===== src/core/wdp_pkg.sv =====
// Purpose: Shared constants and carrier types of the watchdog and periodic tick block.
// Assumes: 125 MHz reference clock; APB with 32-bit data and 16-bit byte addresses.
// Notes: All offsets are byte addresses inside the peripheral control frame.
package wdp_pkg;

  localparam int unsigned CLK_HZ = 125_000_000;

  // Watchdog overflow periods, longest and shortest.
  localparam int unsigned WD_PERIOD_MAX_MS = 1000;
  localparam int unsigned WD_PERIOD_MIN_US = 15630;
  localparam int unsigned WD_STEPS = 256;
  localparam int unsigned WD_SEL_MAX = 6;
  localparam int unsigned WD_CNT_W = 8;
  localparam int unsigned WD_DIV_W = 6;

  // Common base tick that feeds both the watchdog and the periodic divider.
  localparam int unsigned BASE_HZ = WD_STEPS * (2 ** WD_SEL_MAX) * 1000 / WD_PERIOD_MAX_MS;
  localparam int unsigned BASE_CYCLES = CLK_HZ / BASE_HZ;

  // Periodic tick rates in events per second.
  localparam int unsigned TICK_RATE_MIN = 1;
  localparam int unsigned TICK_RATE_MAX = 4096;
  localparam int unsigned TICK_PER_W = 15;
  localparam logic [TICK_PER_W-1:0] TICK_DIV_MIN = TICK_PER_W'(BASE_HZ / TICK_RATE_MAX);
  localparam logic [TICK_PER_W-1:0] TICK_DIV_MAX = TICK_PER_W'(BASE_HZ / TICK_RATE_MIN);

  // Register map.
  localparam int unsigned ADDR_W = 16;
  localparam logic [ADDR_W-1:0] OFF_WD_COUNT = 16'h7020;
  localparam logic [ADDR_W-1:0] OFF_WD_KEY = 16'h7024;
  localparam logic [ADDR_W-1:0] OFF_WD_CTRL = 16'h7028;
  localparam logic [ADDR_W-1:0] OFF_TICK_CTRL = 16'h702C;
  localparam logic [ADDR_W-1:0] OFF_TICK_STAT = 16'h7030;

  // Watchdog control register fields.
  localparam int unsigned CTRL_SEL_LSB = 0;
  localparam int unsigned CTRL_SEL_W = 3;
  localparam int unsigned CTRL_CHK_LSB = 3;
  localparam int unsigned CTRL_CHK_W = 3;
  localparam int unsigned CTRL_FLAG_BIT = 7;
  localparam logic [CTRL_CHK_W-1:0] CTRL_CHK_OK = 3'h5;
  localparam logic [CTRL_SEL_W-1:0] CTRL_SEL_RST = 3'h6;

  // Service key.
  localparam int unsigned KEY_W = 8;
  localparam logic [KEY_W-1:0] KEY_GOOD = 8'h5A;

  // Periodic tick control and status fields.
  localparam int unsigned TICK_PER_LSB = 0;
  localparam int unsigned TICK_EN_BIT = 15;
  localparam logic [TICK_PER_W-1:0] TICK_PER_RST = 15'h4000;
  localparam int unsigned TICK_FLAG_BIT = 0;

  typedef struct packed {
    logic psel;
    logic penable;
    logic pwrite;
    logic [ADDR_W-1:0] paddr;
    logic [31:0] pwdata;
  } wdp_apb_req_s;

  typedef struct packed {
    logic [31:0] prdata;
    logic pready;
    logic pslverr;
  } wdp_apb_rsp_s;

endpackage


===== src/core/wdp_prescaler.sv =====
// Purpose: Divides the reference clock into a one-cycle base tick.
// Assumes: DIV is at least 2.
// Notes: The tick output is registered.
`timescale 1ns/10ps
module wdp_prescaler #(
  parameter int unsigned DIV = 7629,
  parameter int unsigned W = 16
) (
  input wire logic ref_clk_i,
  input wire logic rst_n_i,
  output logic tick_o
);

  logic [W-1:0] count;
  logic [W-1:0] next_count;
  logic next_tick;

  always_comb begin
    if (count == W'(DIV - 1)) begin
      next_count = '0;
      next_tick = 1'b1;
    end else begin
      next_count = count + W'(1);
      next_tick = 1'b0;
    end
  end

  always_ff @(posedge ref_clk_i) begin
    if (!rst_n_i) begin
      count <= '0;
      tick_o <= 1'b0;
    end else begin
      count <= next_count;
      tick_o <= next_tick;
    end
  end

endmodule


===== src/core/wdp_top.sv =====
// Purpose: Watchdog timer and periodic tick interrupt behind an APB slave.
// Assumes: rst_n_i is the system reset that wd_reset_o requests; por_n_i is power-on only.
// Notes: wd_reset_o stays high until the system reset comes back on rst_n_i.
`timescale 1ns/10ps
module wdp_top import wdp_pkg::*; #(
  parameter int unsigned BASE_DIV = BASE_CYCLES
) (
  input wire logic ref_clk_i,
  input wire logic rst_n_i,
  input wire logic por_n_i,
  input wire wdp_apb_req_s apb_i,
  output wdp_apb_rsp_s apb_o,
  output logic irq_o,
  output logic wd_reset_o
);

  logic base_tick;
  logic [CTRL_SEL_W-1:0] wd_sel;
  logic [WD_DIV_W-1:0] wd_div;
  logic [WD_CNT_W-1:0] wd_count;
  logic cause_flag;
  logic [TICK_PER_W-1:0] tick_per;
  logic tick_en;
  logic [TICK_PER_W-1:0] tick_cnt;
  logic tick_flag;

  logic [CTRL_SEL_W-1:0] next_wd_sel;
  logic [WD_DIV_W-1:0] next_wd_div;
  logic [WD_CNT_W-1:0] next_wd_count;
  logic next_wd_reset;
  logic next_cause_flag;
  logic [TICK_PER_W-1:0] next_tick_per;
  logic next_tick_en;
  logic [TICK_PER_W-1:0] next_tick_cnt;
  logic next_tick_flag;
  logic next_irq;
  wdp_apb_rsp_s next_rsp;

  logic setup;
  logic wr;
  logic wr_key;
  logic wr_ctrl;
  logic wr_tctrl;
  logic wr_tstat;
  logic key_good;
  logic key_bad;
  logic chk_bad;
  logic [CTRL_SEL_W-1:0] sel_eff;
  logic [WD_DIV_W-1:0] wd_mask;
  logic wd_step;
  logic overflow;
  logic fire;
  logic [TICK_PER_W-1:0] tick_lim;
  logic tick_event;
  logic [31:0] tick_gap;
  logic [31:0] next_tick_gap;

  // Shared base tick for the watchdog and the periodic divider.
  wdp_prescaler #(
    .DIV(BASE_DIV),
    .W(16)
  ) u_base (
    .ref_clk_i(ref_clk_i),
    .rst_n_i(rst_n_i),
    .tick_o(base_tick)
  );

  // Bus decode; writes act at the edge that closes the access phase.
  always_comb begin
    setup = apb_i.psel && !apb_i.penable;
    wr = apb_i.psel && apb_i.penable && apb_o.pready && apb_i.pwrite;
    wr_key = wr && (apb_i.paddr == OFF_WD_KEY);
    wr_ctrl = wr && (apb_i.paddr == OFF_WD_CTRL);
    wr_tctrl = wr && (apb_i.paddr == OFF_TICK_CTRL);
    wr_tstat = wr && (apb_i.paddr == OFF_TICK_STAT);
    key_good = wr_key && (apb_i.pwdata[KEY_W-1:0] == KEY_GOOD);
    key_bad = wr_key && (apb_i.pwdata[KEY_W-1:0] != KEY_GOOD);
    chk_bad = wr_ctrl &&
      (apb_i.pwdata[CTRL_CHK_LSB +: CTRL_CHK_W] != CTRL_CHK_OK);
  end

  // Watchdog: the select code picks how many base ticks make one counter step.
  always_comb begin
    sel_eff = (wd_sel > CTRL_SEL_W'(WD_SEL_MAX)) ? CTRL_SEL_W'(WD_SEL_MAX) : wd_sel;
    wd_mask = WD_DIV_W'((7'h01 << sel_eff) - 7'h01);
    wd_step = base_tick && ((wd_div & wd_mask) == wd_mask);
    overflow = wd_step && (wd_count == {WD_CNT_W{1'b1}});
    fire = overflow || key_bad || chk_bad;

    next_wd_div = wd_div;
    next_wd_count = wd_count;
    if (key_good) begin
      next_wd_div = '0;
      next_wd_count = '0;
    end else if (base_tick) begin
      next_wd_div = wd_div + WD_DIV_W'(1);
      if (wd_step) begin
        next_wd_count = wd_count + WD_CNT_W'(1);
      end
    end

    next_wd_reset = wd_reset_o || fire;
    next_wd_sel = wd_sel;
    if (wr_ctrl && !chk_bad) begin
      next_wd_sel = apb_i.pwdata[CTRL_SEL_LSB +: CTRL_SEL_W];
    end

    // A new cause wins over a clear in the same cycle.
    next_cause_flag = fire || (cause_flag &&
      !(wr_ctrl && !chk_bad && apb_i.pwdata[CTRL_FLAG_BIT]));
  end

  // Periodic tick: the period is a count of base ticks, held to the legal range.
  always_comb begin
    if (tick_per < TICK_DIV_MIN) begin
      tick_lim = TICK_DIV_MIN;
    end else if (tick_per > TICK_DIV_MAX) begin
      tick_lim = TICK_DIV_MAX;
    end else begin
      tick_lim = tick_per;
    end
    tick_event = base_tick && (tick_cnt >= tick_lim - TICK_PER_W'(1));

    next_tick_cnt = tick_cnt;
    if (tick_event) begin
      next_tick_cnt = '0;
    end else if (base_tick) begin
      next_tick_cnt = tick_cnt + TICK_PER_W'(1);
    end

    next_tick_per = tick_per;
    next_tick_en = tick_en;
    if (wr_tctrl) begin
      next_tick_per = apb_i.pwdata[TICK_PER_LSB +: TICK_PER_W];
      next_tick_en = apb_i.pwdata[TICK_EN_BIT];
    end

    // Sticky status, write one to clear; a fresh event wins over the clear.
    next_tick_flag = tick_event ||
      (tick_flag && !(wr_tstat && apb_i.pwdata[TICK_FLAG_BIT]));
    next_irq = next_tick_flag && next_tick_en;
  end

  // Cycles since the last periodic event, saturating at the shortest legal spacing.
  localparam int unsigned GAP_MIN = 32'(TICK_DIV_MIN) * BASE_DIV;

  always_comb begin
    next_tick_gap = tick_gap;
    if (tick_event) begin
      next_tick_gap = 32'h0000_0001;
    end else if (tick_gap < 32'(GAP_MIN)) begin
      next_tick_gap = tick_gap + 32'h0000_0001;
    end
  end

  always_ff @(posedge ref_clk_i) begin
    if (!rst_n_i) begin
      tick_gap <= 32'(GAP_MIN);
    end else begin
      tick_gap <= next_tick_gap;
    end
  end

  // Read data and the ready answer are prepared during the setup cycle.
  always_comb begin
    next_rsp = '0;
    if (setup) begin
      next_rsp.pready = 1'b1;
      unique case (apb_i.paddr)
        OFF_WD_COUNT: next_rsp.prdata = 32'(wd_count);
        OFF_WD_KEY: next_rsp.prdata = 32'h0000_0000;
        OFF_WD_CTRL: begin
          next_rsp.prdata[CTRL_SEL_LSB +: CTRL_SEL_W] = wd_sel;
          next_rsp.prdata[CTRL_CHK_LSB +: CTRL_CHK_W] = CTRL_CHK_OK;
          next_rsp.prdata[CTRL_FLAG_BIT] = cause_flag;
        end
        OFF_TICK_CTRL: begin
          next_rsp.prdata[TICK_PER_LSB +: TICK_PER_W] = tick_per;
          next_rsp.prdata[TICK_EN_BIT] = tick_en;
        end
        OFF_TICK_STAT: next_rsp.prdata[TICK_FLAG_BIT] = tick_flag;
        default: next_rsp.pslverr = 1'b1;
      endcase
    end
  end

  always_ff @(posedge ref_clk_i) begin
    if (!rst_n_i) begin
      wd_sel <= CTRL_SEL_RST;
      wd_div <= '0;
      wd_count <= '0;
      wd_reset_o <= 1'b0;
      tick_per <= TICK_PER_RST;
      tick_en <= 1'b0;
      tick_cnt <= '0;
      tick_flag <= 1'b0;
      irq_o <= 1'b0;
      apb_o <= '0;
    end else begin
      wd_sel <= next_wd_sel;
      wd_div <= next_wd_div;
      wd_count <= next_wd_count;
      wd_reset_o <= next_wd_reset;
      tick_per <= next_tick_per;
      tick_en <= next_tick_en;
      tick_cnt <= next_tick_cnt;
      tick_flag <= next_tick_flag;
      irq_o <= next_irq;
      apb_o <= next_rsp;
    end
  end

  // The cause flag survives the system reset it requested.
  always_ff @(posedge ref_clk_i) begin
    if (!por_n_i) begin
      cause_flag <= 1'b0;
    end else begin
      cause_flag <= next_cause_flag;
    end
  end
endmodule

===== config.mk =====
export PLATFORM = sky130hd
export DESIGN_NAME = wdp_top
export DESIGN_NICKNAME = d
export VERILOG_FILES = /design/src/core/wdp_pkg.sv /design/src/core/wdp_prescaler.sv /design/src/core/wdp_top.sv
export SDC_FILE = /design/constraint.sdc
export NUM_CORES = 1
export LEC_CHECK = 0
export BUFFER_PORTS_ARGS = -buffer_cell sky130_fd_sc_hd__buf_2
export CAP_MARGIN = 20
export CORE_MARGIN = 4
export CORE_UTILIZATION = 40
export CTS_CLUSTER_DIAMETER = 200
export DETAILED_ROUTE_END_ITERATION = 10
export GPL_TIMING_DRIVEN = 0
export PLACE_DENSITY = 0.58
export SYNTH_ARGS = -nofsm -noshare
export SYNTH_HDL_FRONTEND = slang
export SYNTH_SLANG_ARGS = --single-unit

===== constraint.sdc =====
create_clock -name ref_clk_i -period 10.4 [get_ports ref_clk_i]
set_input_delay 0.52 -clock ref_clk_i [delete_from_list [all_inputs] [get_ports ref_clk_i]]
set_output_delay 0.52 -clock ref_clk_i [all_outputs]
set_load 0.05 [all_outputs]

==> impl.org, run 1 <==
** Power and ir drop
- IR analysis of the VDD net gives a maximum drop of 0.0001116 V.
- Internal portion of total power :: 542.7 uW
- Fraction of power consumed by combinational cells :: 6.3%
- Switching Fraction :: 23.51%
- In this run the static leakage power is 2.211 nW.
- The clock network is responsible for 46.4% of the overall power.
- Net load switching power :: 166.8 uW
- In this run the power density over the cells is 133.4 mW/mm^2.
- Sequential cells burn 47.3% of the power.

** Clock tree
- Clock sinks :: 87
- H-tree Lvls :: 3
- For the worst-skew pair, the clock arrives at the later sink with an insertion delay of 0.34 ns.
- The number of hold buffers added after CTS was 0.
- Once the clock tree was built, the resizer swapped 0 gates to a different size.
- After clock tree synthesis, the clock-pin slew on the worst setup and hold paths is 0.07 ns.
- The longest clock path from root to sink contains 2 buffers.
- TritonCTS created 9 clock buffers.
- Clock tree from TritonCTS :: built
- The cell sitting at the root of the clock tree is a clkbuf_16.
- Postcts setup bufs :: 0

** Run
- The tool flagged a number of max-cap violations equal to 0.

** Logic synthesis
- Number of warnings printed during yosys synthesis :: 0
- Count of different cell masters after synthesis :: 62
- Counting flops with an async set or reset pin after synthesis yields a share of 0%.
- Summing every instance area after synthesis gives 0.004511 sq mm.
- For this run, the leading register cell type out of synthesis is dfxtp_1.
- In this run, synthesis inferred 0 flip-flops with an integrated enable.
- Share of the synthesized area in the top cell type :: 38.61%
- Top post-synthesis cells by area :: dfxtp_1 39%, nor2_1 8.1%, mux2i_1 6.0%
- Count of state elements after synthesis :: 87
- Ranked by instance count, the synthesized netlist is headed by 97 x nor2_1, 87 x dfxtp_1, 32 x nand2_1, 27 x mux2i_1, 23 x a21oi_1.
- Share of synthesized area occupied by flip-flops and latches :: 38.61%
- Most repeated cell in the gate-level netlist after synthesis :: nor2_1
- Synthesis produced 521 cells.
- A synthesized cell averages 8.658 sq um.
- The synthesized design spends more area on one cell type than any other, namely dfxtp_1.

** Die
- For this design the top-level I/O count stands at 90.
- The die is 114.2 um wide.
- Core area :: 0.01094 sq mm
- From bottom edge to top edge, the die measures 114.2 um.
- Total number of placement rows :: 38
- Initial core utilization :: 41.25%
- Overall die area :: 0.01304 sq mm

** Placement
- Input and output buffers added on the ports amount to 54.
- Before CTS, the worst setup slack after placement is 5.457 ns.
- Gpl congestion :: 0.8845
- Once detailed placement completed, the half-perimeter wirelength came to 7741 um.

** Final layout
- Of the cells placed in the final design, the portion with a size suffix greater than 1 is 16.67%.
- Once layout is complete, the utilization of the core stands at 48.64%.
- Net count reported at finish :: 676
- The layout has 1101 filler cells.
- Area delta synth->final :: 17.92%
- 0 antenna diodes ended up in the layout.

** Worst setup path
- Worst setup path class :: reg -> reg
- Data on the critical path arrives at its endpoint at 5.26 ns.
- At the worst endpoint, the required time is 10.67 ns.
- Measured in cells, the most critical reg-to-reg path has a length of 19.
- The startpoint identified for the worst register-to-register timing path is tick_per[6].
- STA classifies the critical path startpoint as a flip-flop.
- In this run the critical register-to-register path is captured at tick_cnt[12].
- Across all register-to-register paths, the minimum setup slack is 5.41 ns.
- The worst setup path is captured at a flip-flop.
- Critical path peak fanout :: 10

** Detailed routing
- Vias per inst :: 5.048
- DR vias :: 3766
- The detailed router finished its first iteration with 174 violations.
- In the routed design, unresolved DRC markers number 0.
- 1st-pass router iterations :: 4
- Final Routed Wirelength :: 9975 um
- The count of nets left with antenna violations once routing finished came out at 0.
- Average routed wire per standard cell :: 13.37 um

** GRT
- Number of global-route vias before repair :: 3560
- The number of antenna violations at the first check in global routing was 0.
- The first global-routing pass estimated 16940 um of wire.
- Remaining global-route overflow :: 0
- Global routing used 16.04% of the available tracks across all layers.
- Maximum number of pins on one net before global-route repair :: 16

** STA
- Slew Viols, Final :: 0
- After layout, the worst path uses 47.95% of the clock period.
- Once routing completed, OpenROAD measured the worst setup slack at 5.413 ns.
- The tightest hold path in the finished design has a slack of 0.4107 ns.
- For the final routed database, the setup TNS stands at 0 ns.
- Tightest Pin Transition :: 0.7494 ns
- For the final database, setup skew stands at 0.006111 ns.
- Count of final hold-check violations :: 0
- Measured against its own limit, the worst slew margin works out to 49.25%.
- Timing would allow up to 200.5 MHz.
- Setup violations remaining at the end of the flow were counted as 0.
- The worst path in the final design needs a cycle of 4.987 ns, including I/O delays and setup.
- Setup repair after global routing left no endpoint under its margin.

** Worst hold path
- Along the worst hold path, the cell count comes to 2.
- The worst hold path begins at por_n_i.
- For hold timing, the worst endpoint is cause_flag.
- Class of the tightest hold or removal check :: in -> reg

** Run status
- The flow ran to the end, and the final reports show no timing, DRC or antenna violations.
critical path, stage by stage (launching register included):
cell and delay, ns:
dfxtp_1 0.30, clkbuf_1 0.21, nor3_1 0.47, nand4_1 0.17, clkbuf_1 0.26, nor2_1 0.14
nor2_1 0.06, nand2_1 0.11, ha_1 0.29, nor2b_1 0.21, a32oi_1 0.19, or4b_2 0.67
o211ai_1 0.14, ha_1 0.28, a21oi_1 0.15, o21ai_0 0.10, a22oi_1 0.31, o311ai_1 0.32
clkbuf_1 0.35, nor2_1 0.17
flip-flops by register name (all words and copies together) (netlist names), 3 cells and up:
signal,count
apb_o,18
tick_cnt,15
tick_per,15
u_base.count,16
wd_count,8
wd_div,6
wd_sel,3
power by group through the flow:
stage               Combinational [mW]  Clock, mW  Sequential (mW)
finish                          0.0448      0.329            0.336
global route                    0.0484      0.354            0.336
CTS                             0.0447      0.341            0.336
detailed placement              0.0446          0            0.343
global placement                0.0443          0            0.343
floorplan                       0.0306          0            0.344
routing by layer:
metal | wire (um) | vias up | track usage (%)
met3 | 445 | 13 | 3.911
li1 | - | 1957 | -
met1 | 4833 | 1737 | 21.15
met5 | 0 | - | 0
met2 | 4515 | 59 | 25.37
met4 | 180 | 0 | 6.097
cell usage in the layout, fill, tap and decap left out, types with 18 or more instances in the layout:
cell	synthesis	layout
xnor2_1	18	18
a21oi_1	23	23
mux2i_1	27	27
ha_1	21	21
dfxtp_1	87	87
nand2_1	32	32
xor2_1	22	22
nor2_1	97	97
buf_2	1	55
per-stage QoR:
stage	total power [mW]	cell area [sq um]	std cells
after detailed placement	0.3878	5012	730
after floorplan	0.3747	4567	536
after CTS	0.7208	5319	746
after global routing	0.7377	5319	746
final	0.7094	5319	746
after global placement	0.3874	5012	730
worst max-delay path by stage:
stage / slack [ns] / cells past startpoint / startpoint / to
after floorplan: 6.38 / 19 / tick_per[6] / tick_cnt[0]
after global placement: 5.59 / 19 / tick_per[6] / tick_cnt[0]
after detailed placement: 5.46 / 19 / tick_per[6] / tick_cnt[10]
after CTS: 5.45 / 19 / tick_per[6] / tick_cnt[12]
after global routing: 4.90 / 19 / tick_per[6] / tick_cnt[12]
final: 5.41 / 19 / tick_per[6] / tick_cnt[12]
cells by family after synthesis:
group,count (synthesis),synth area share (%)
adders and majority gates,21,5.825
AOI/OAI and AO/OA,66,9.820
xor gates and xnor gates,40,7.767
other,1,0.08314
muxes,27,5.992
buffers and inverters,51,5.797
and+or+nand+nor,228,26.10
DFF,87,38.61
area by class of cell:
type | instances | area, sq um | area share [%]
repair buffers | 54 | 270.3 | 5.081
flip-flops and latches | 87 | 1742 | 32.75
inverters | 16 | 60.06 | 1.129
well taps | 140 | 175.2 | 3.293
clock inverters | 6 | 67.56 | 1.270
multi-input cells | 398 | 2564 | 48.20
plain buffers | 35 | 201.4 | 3.787
clock buffers | 10 | 239.0 | 4.493
(Power assumes the default switching activity.)
==> run 2: changes to the inputs <==
--- a/config.mk
+++ b/config.mk
@@ -5,6 +5,7 @@
 export SDC_FILE = /design/constraint.sdc
 export NUM_CORES = 1
 export LEC_CHECK = 0
+export ABC_AREA = 1
 export BUFFER_PORTS_ARGS = -buffer_cell sky130_fd_sc_hd__buf_2
 export CAP_MARGIN = 20
 export CORE_MARGIN = 4
@@ -12,7 +13,7 @@
 export CTS_CLUSTER_DIAMETER = 200
 export DETAILED_ROUTE_END_ITERATION = 10
 export GPL_TIMING_DRIVEN = 0
-export PLACE_DENSITY = 0.58
+export PLACE_DENSITY = 0.6
 export SYNTH_ARGS = -nofsm -noshare
 export SYNTH_HDL_FRONTEND = slang
 export SYNTH_SLANG_ARGS = --single-unit
==> constraint.sdc (replaced) <==
create_clock -name ref_clk_i -period 4.4 [get_ports ref_clk_i]
set_input_delay 0.22 -clock ref_clk_i [delete_from_list [all_inputs] [get_ports ref_clk_i]]
set_output_delay 0.22 -clock ref_clk_i [all_outputs]
set_load 0.05 [all_outputs]
==> impl.org, run 2 <==
** Clock tree
- The number of hold buffers added after CTS was 0.
- CTS root buffer :: clkbuf_16
- Postcts setup bufs :: 0
- Post-CTS repair changed the size of 0 cells.
- Clock tree from TritonCTS :: built
- Counting the buffers created by CTS gives 9.
- H-tree Lvls :: 3
- Clock-pin slew of the registers on the worst-case setup and hold paths :: 0.07 ns
- Bufs on Longest Clock Path :: 2
- For the worst-skew pair, the clock arrives at the later sink with an insertion delay of 0.34 ns.
- The clock drives 87 sinks.

** Logic synthesis
- The most used flip-flop cell after synthesis is dfxtp_1.
- Share of synthesized area occupied by flip-flops and latches :: 35.18%
- Number of warnings printed during yosys synthesis :: 0
- The synthesized netlist contains 43 unique library cells.
- Count of state elements after synthesis :: 87
- Most repeated cell in the gate-level netlist after synthesis :: nand2_1
- Top post-synthesis cells by area :: dfxtp_1 35%, nand2_1 13%, nor2_1 6.8%
- Async set-reset flop share out of synthesis :: 0%
- The cell area that synthesis handed to floorplanning was 0.004951 sq mm.
- List of most frequent post-synthesis cells :: 165 x nand2_1, 90 x nor2_1, 87 x dfxtp_1, 83 x inv_1, 43 x a21oi_1
- Number of flops mapped to enable cells by yosys :: 0
- Synthesis handed over a netlist of 708 instances.
- Average instance area after synthesis :: 6.993 sq um
- The biggest area contributor in the post-synthesis netlist is dfxtp_1.
- After synthesis, the largest area contributor takes up 35.18% of total cell area.

** STA
- Setup repair after global routing left no endpoint under its margin.
- The max-slew violation total from the final report came to 0.
- Setup violations remaining at the end of the flow were counted as 0.
- Fin crit share :: 77.17%
- Setup TNS :: 0 ns
- Tightest Pin Transition :: 0.5841 ns
- Between clock sinks in the finished design, the worst skew comes to 0.005036 ns.
- Timing would allow up to 294.5 MHz.
- The final-report hold violation count is 0.
- Counting I/O delays and the setup requirement, the final critical path takes 3.396 ns.
- The worst pin sits at a relative slew slack of 61.06%.

** GRT
- The number of antenna violations at the first check in global routing was 0.
- The via count of the first global-routing pass came to 4393.
- Global routing finished with a remaining overflow of 0.
- The first global-routing pass estimated 20170 um of wire.
- Global routing used 17.12% of the available tracks across all layers.
- Maximum number of pins on one net before global-route repair :: 16

** Die
- Initial core utilization :: 41.05%
- In this run the core area contains 40 standard-cell rows.
- The total area inside the core boundary comes to 0.01206 sq mm.
- Overall die area :: 0.01422 sq mm
- 90 I/O pins were placed.
- Horizontal die dimension :: 119.3 um
- The floorplan step set the die height to 119.3 um.

** Final layout
- Total non-filler cell area in the finished layout :: 0.005792 sq mm
- Area delta synth->final :: 16.98%
- The post-route netlist has 16.98% of its cells at a drive strength greater than 1.
- Footprint of the multi-input gates :: 0.002740 sq mm
- The register with the most flip-flops in the final layout is apb_o.
- Area occupied by registers :: 0.001742 sq mm
- The final layout contains 865 nets.
- Largest registers :: apb_o: 18 flops, u_base.count: 16 flops
- The filler cells instantiated in the layout total 1243.
- Commonest cells after routing, fill and taps aside :: 165 x nand2_1, 90 x nor2_1, 87 x dfxtp_1
- The repair_antennas step left the layout with diodes totalling 0.
- Max reg flops :: 18
- Most common cell after layout, fill and taps aside :: nand2_1

** Detailed routing
- The count of nets left with antenna violations once routing finished came out at 0.
- For this block, the routed nets add up to 11790 um of wire.
- Across all layers, the routed design uses 4647 vias.
- Vias per inst :: 4.826
- Before antenna repair, the detailed router went through 5 iterations.
- Average routed wire per standard cell :: 12.24 um
- DR iter-0 viols :: 268
- DRC viols :: 0

** Power and ir drop
- The analysis attributes to cell leakage a power of 2.598 nW.
- Largest voltage drop on the vdd net :: 0.0002007 V
- Cell Pwr Density :: 283.8 mW/mm^2

** Worst setup path
- At the worst endpoint, the required time is 4.63 ns.
- At the worst endpoint, the arrival time is 3.62 ns.
- The worst setup path is captured at a flip-flop.
- The startpoint identified for the worst register-to-register timing path is tick_per[7].
- Type of element launching the critical path :: flip-flop
- Register-to-Register Path Depth :: 22
- In this run the worst path has a maximum fanout of 10.
- Worst setup path class :: reg -> reg
- In this run the critical register-to-register path is captured at tick_cnt[11].
- Reg-to-reg setup timing slack :: 1.00 ns

** Run
- Across the run, the number of max-cap violations was 0.

** Worst hold path
- Along the worst hold path, the cell count comes to 2.
- Critical hold path startpoint :: apb_i[49]
- For hold timing, the worst endpoint is apb_o[1].
- Class of the tightest hold or removal check :: in -> reg

** Placement
- Post-DP Area :: 0.005498 sq mm
- The HPWL after detailed placement is 9301 um.
- At the end of routability-driven placement, the weighted congestion stood at 0.8645.
- Port buffering added 56 buffers.

** Run status
- The flow ran to the end, and the final reports show no timing, DRC or antenna violations.
-- run 2: cell families after synthesis --
group | Yosys count | share of synthesized area [%]
adders and majority gates | 21 | 5.307
DFF | 87 | 35.18
buffers and inverters | 117 | 10.61
and+or+nand+nor | 370 | 34.65
xor gates and xnor gates | 27 | 4.776
AOI/OAI and AO/OA | 84 | 9.199
other | 1 | 0.07574
muxes | 1 | 0.2022
-- run 2: layout make-up --
cell class	instances	share of cell area, %
inverter	89	5.790
clock buffer	11	4.364
timing repair buffer	56	4.839
multi-input combinational	519	47.31
clock inverter	5	0.7129
sequential	87	30.07
buffer	28	3.284
tap	168	3.629
-- run 2: worst max-delay path, stage by stage, from the launching register on --
cell and delay (ns):
dfxtp_1 0.48, nor2_1 0.08, nand2_1 0.07, nor2_1 0.05, nand2_1 0.06, nand2_2 0.06, buf_2 0.19, nand3_1 0.09
ha_1 0.20, nand2_2 0.10, nor2_8 0.17, nand3_1 0.10, nand2_1 0.08, nand2_1 0.07, ha_1 0.32, nand2_1 0.07
nor4_1 0.25, nand2_1 0.08, nand3_1 0.07, nand2_1 0.12, nand2_1 0.22, buf_2 0.28, nor2_1 0.07
-- run 2: report_power, final --
part           leakage [nW]  total [mW]  switching, mW  internal [mW]
combinational          1.75       0.106         0.0737         0.0325
clock                 0.144       0.745          0.326          0.419
sequential            0.701       0.792        0.00221          0.790
-- run 2: per-layer routing --
layer | routed length (um) | up-vias | part of all wire, % | GRT usage, %
li1 | - | 2432 | - | -
met1 | 5616 | 2125 | 48 | 22.74
met2 | 5494 | 80 | 47 | 28.36
met3 | 555 | 10 | 4.7 | 3.609
met4 | 119 | 0 | 1.0 | 4.127
met5 | 0 | - | 0 | 0
-- run 2: worst max path at each step --
stage,cells past startpoint,endpoint,slack [ns],from
global placement,22,tick_cnt[0],1.05,tick_per[7]
detailed placement,22,tick_cnt[12],1.0,tick_per[7]
global route,22,tick_cnt[1],0.53,tick_per[7]
floorplan,20,tick_cnt[0],1.59,tick_per[0]
finish,22,tick_cnt[11],1.00,tick_per[7]
CTS,22,tick_cnt[11],0.99,tick_per[7]
-- run 2: metrics by stage --
stage | power, mW | worst slack [ns] | cells | utilization [%] | hold WS, ns
finish | 1.644 | 1.004 | 963 | 48.02 | 0.08364
global route | 1.714 | 0.5273 | 963 | 48.02 | 0.07592
CTS | 1.667 | 0.9851 | 963 | 48.02 | 0.07407
detailed placement | 0.9160 | 0.9989 | 947 | 45.58 | 0.4329
global placement | 0.9144 | 1.049 | 947 | 45.58 | 0.4301
floorplan | 0.8824 | 1.587 | 723 | - | 0.3124
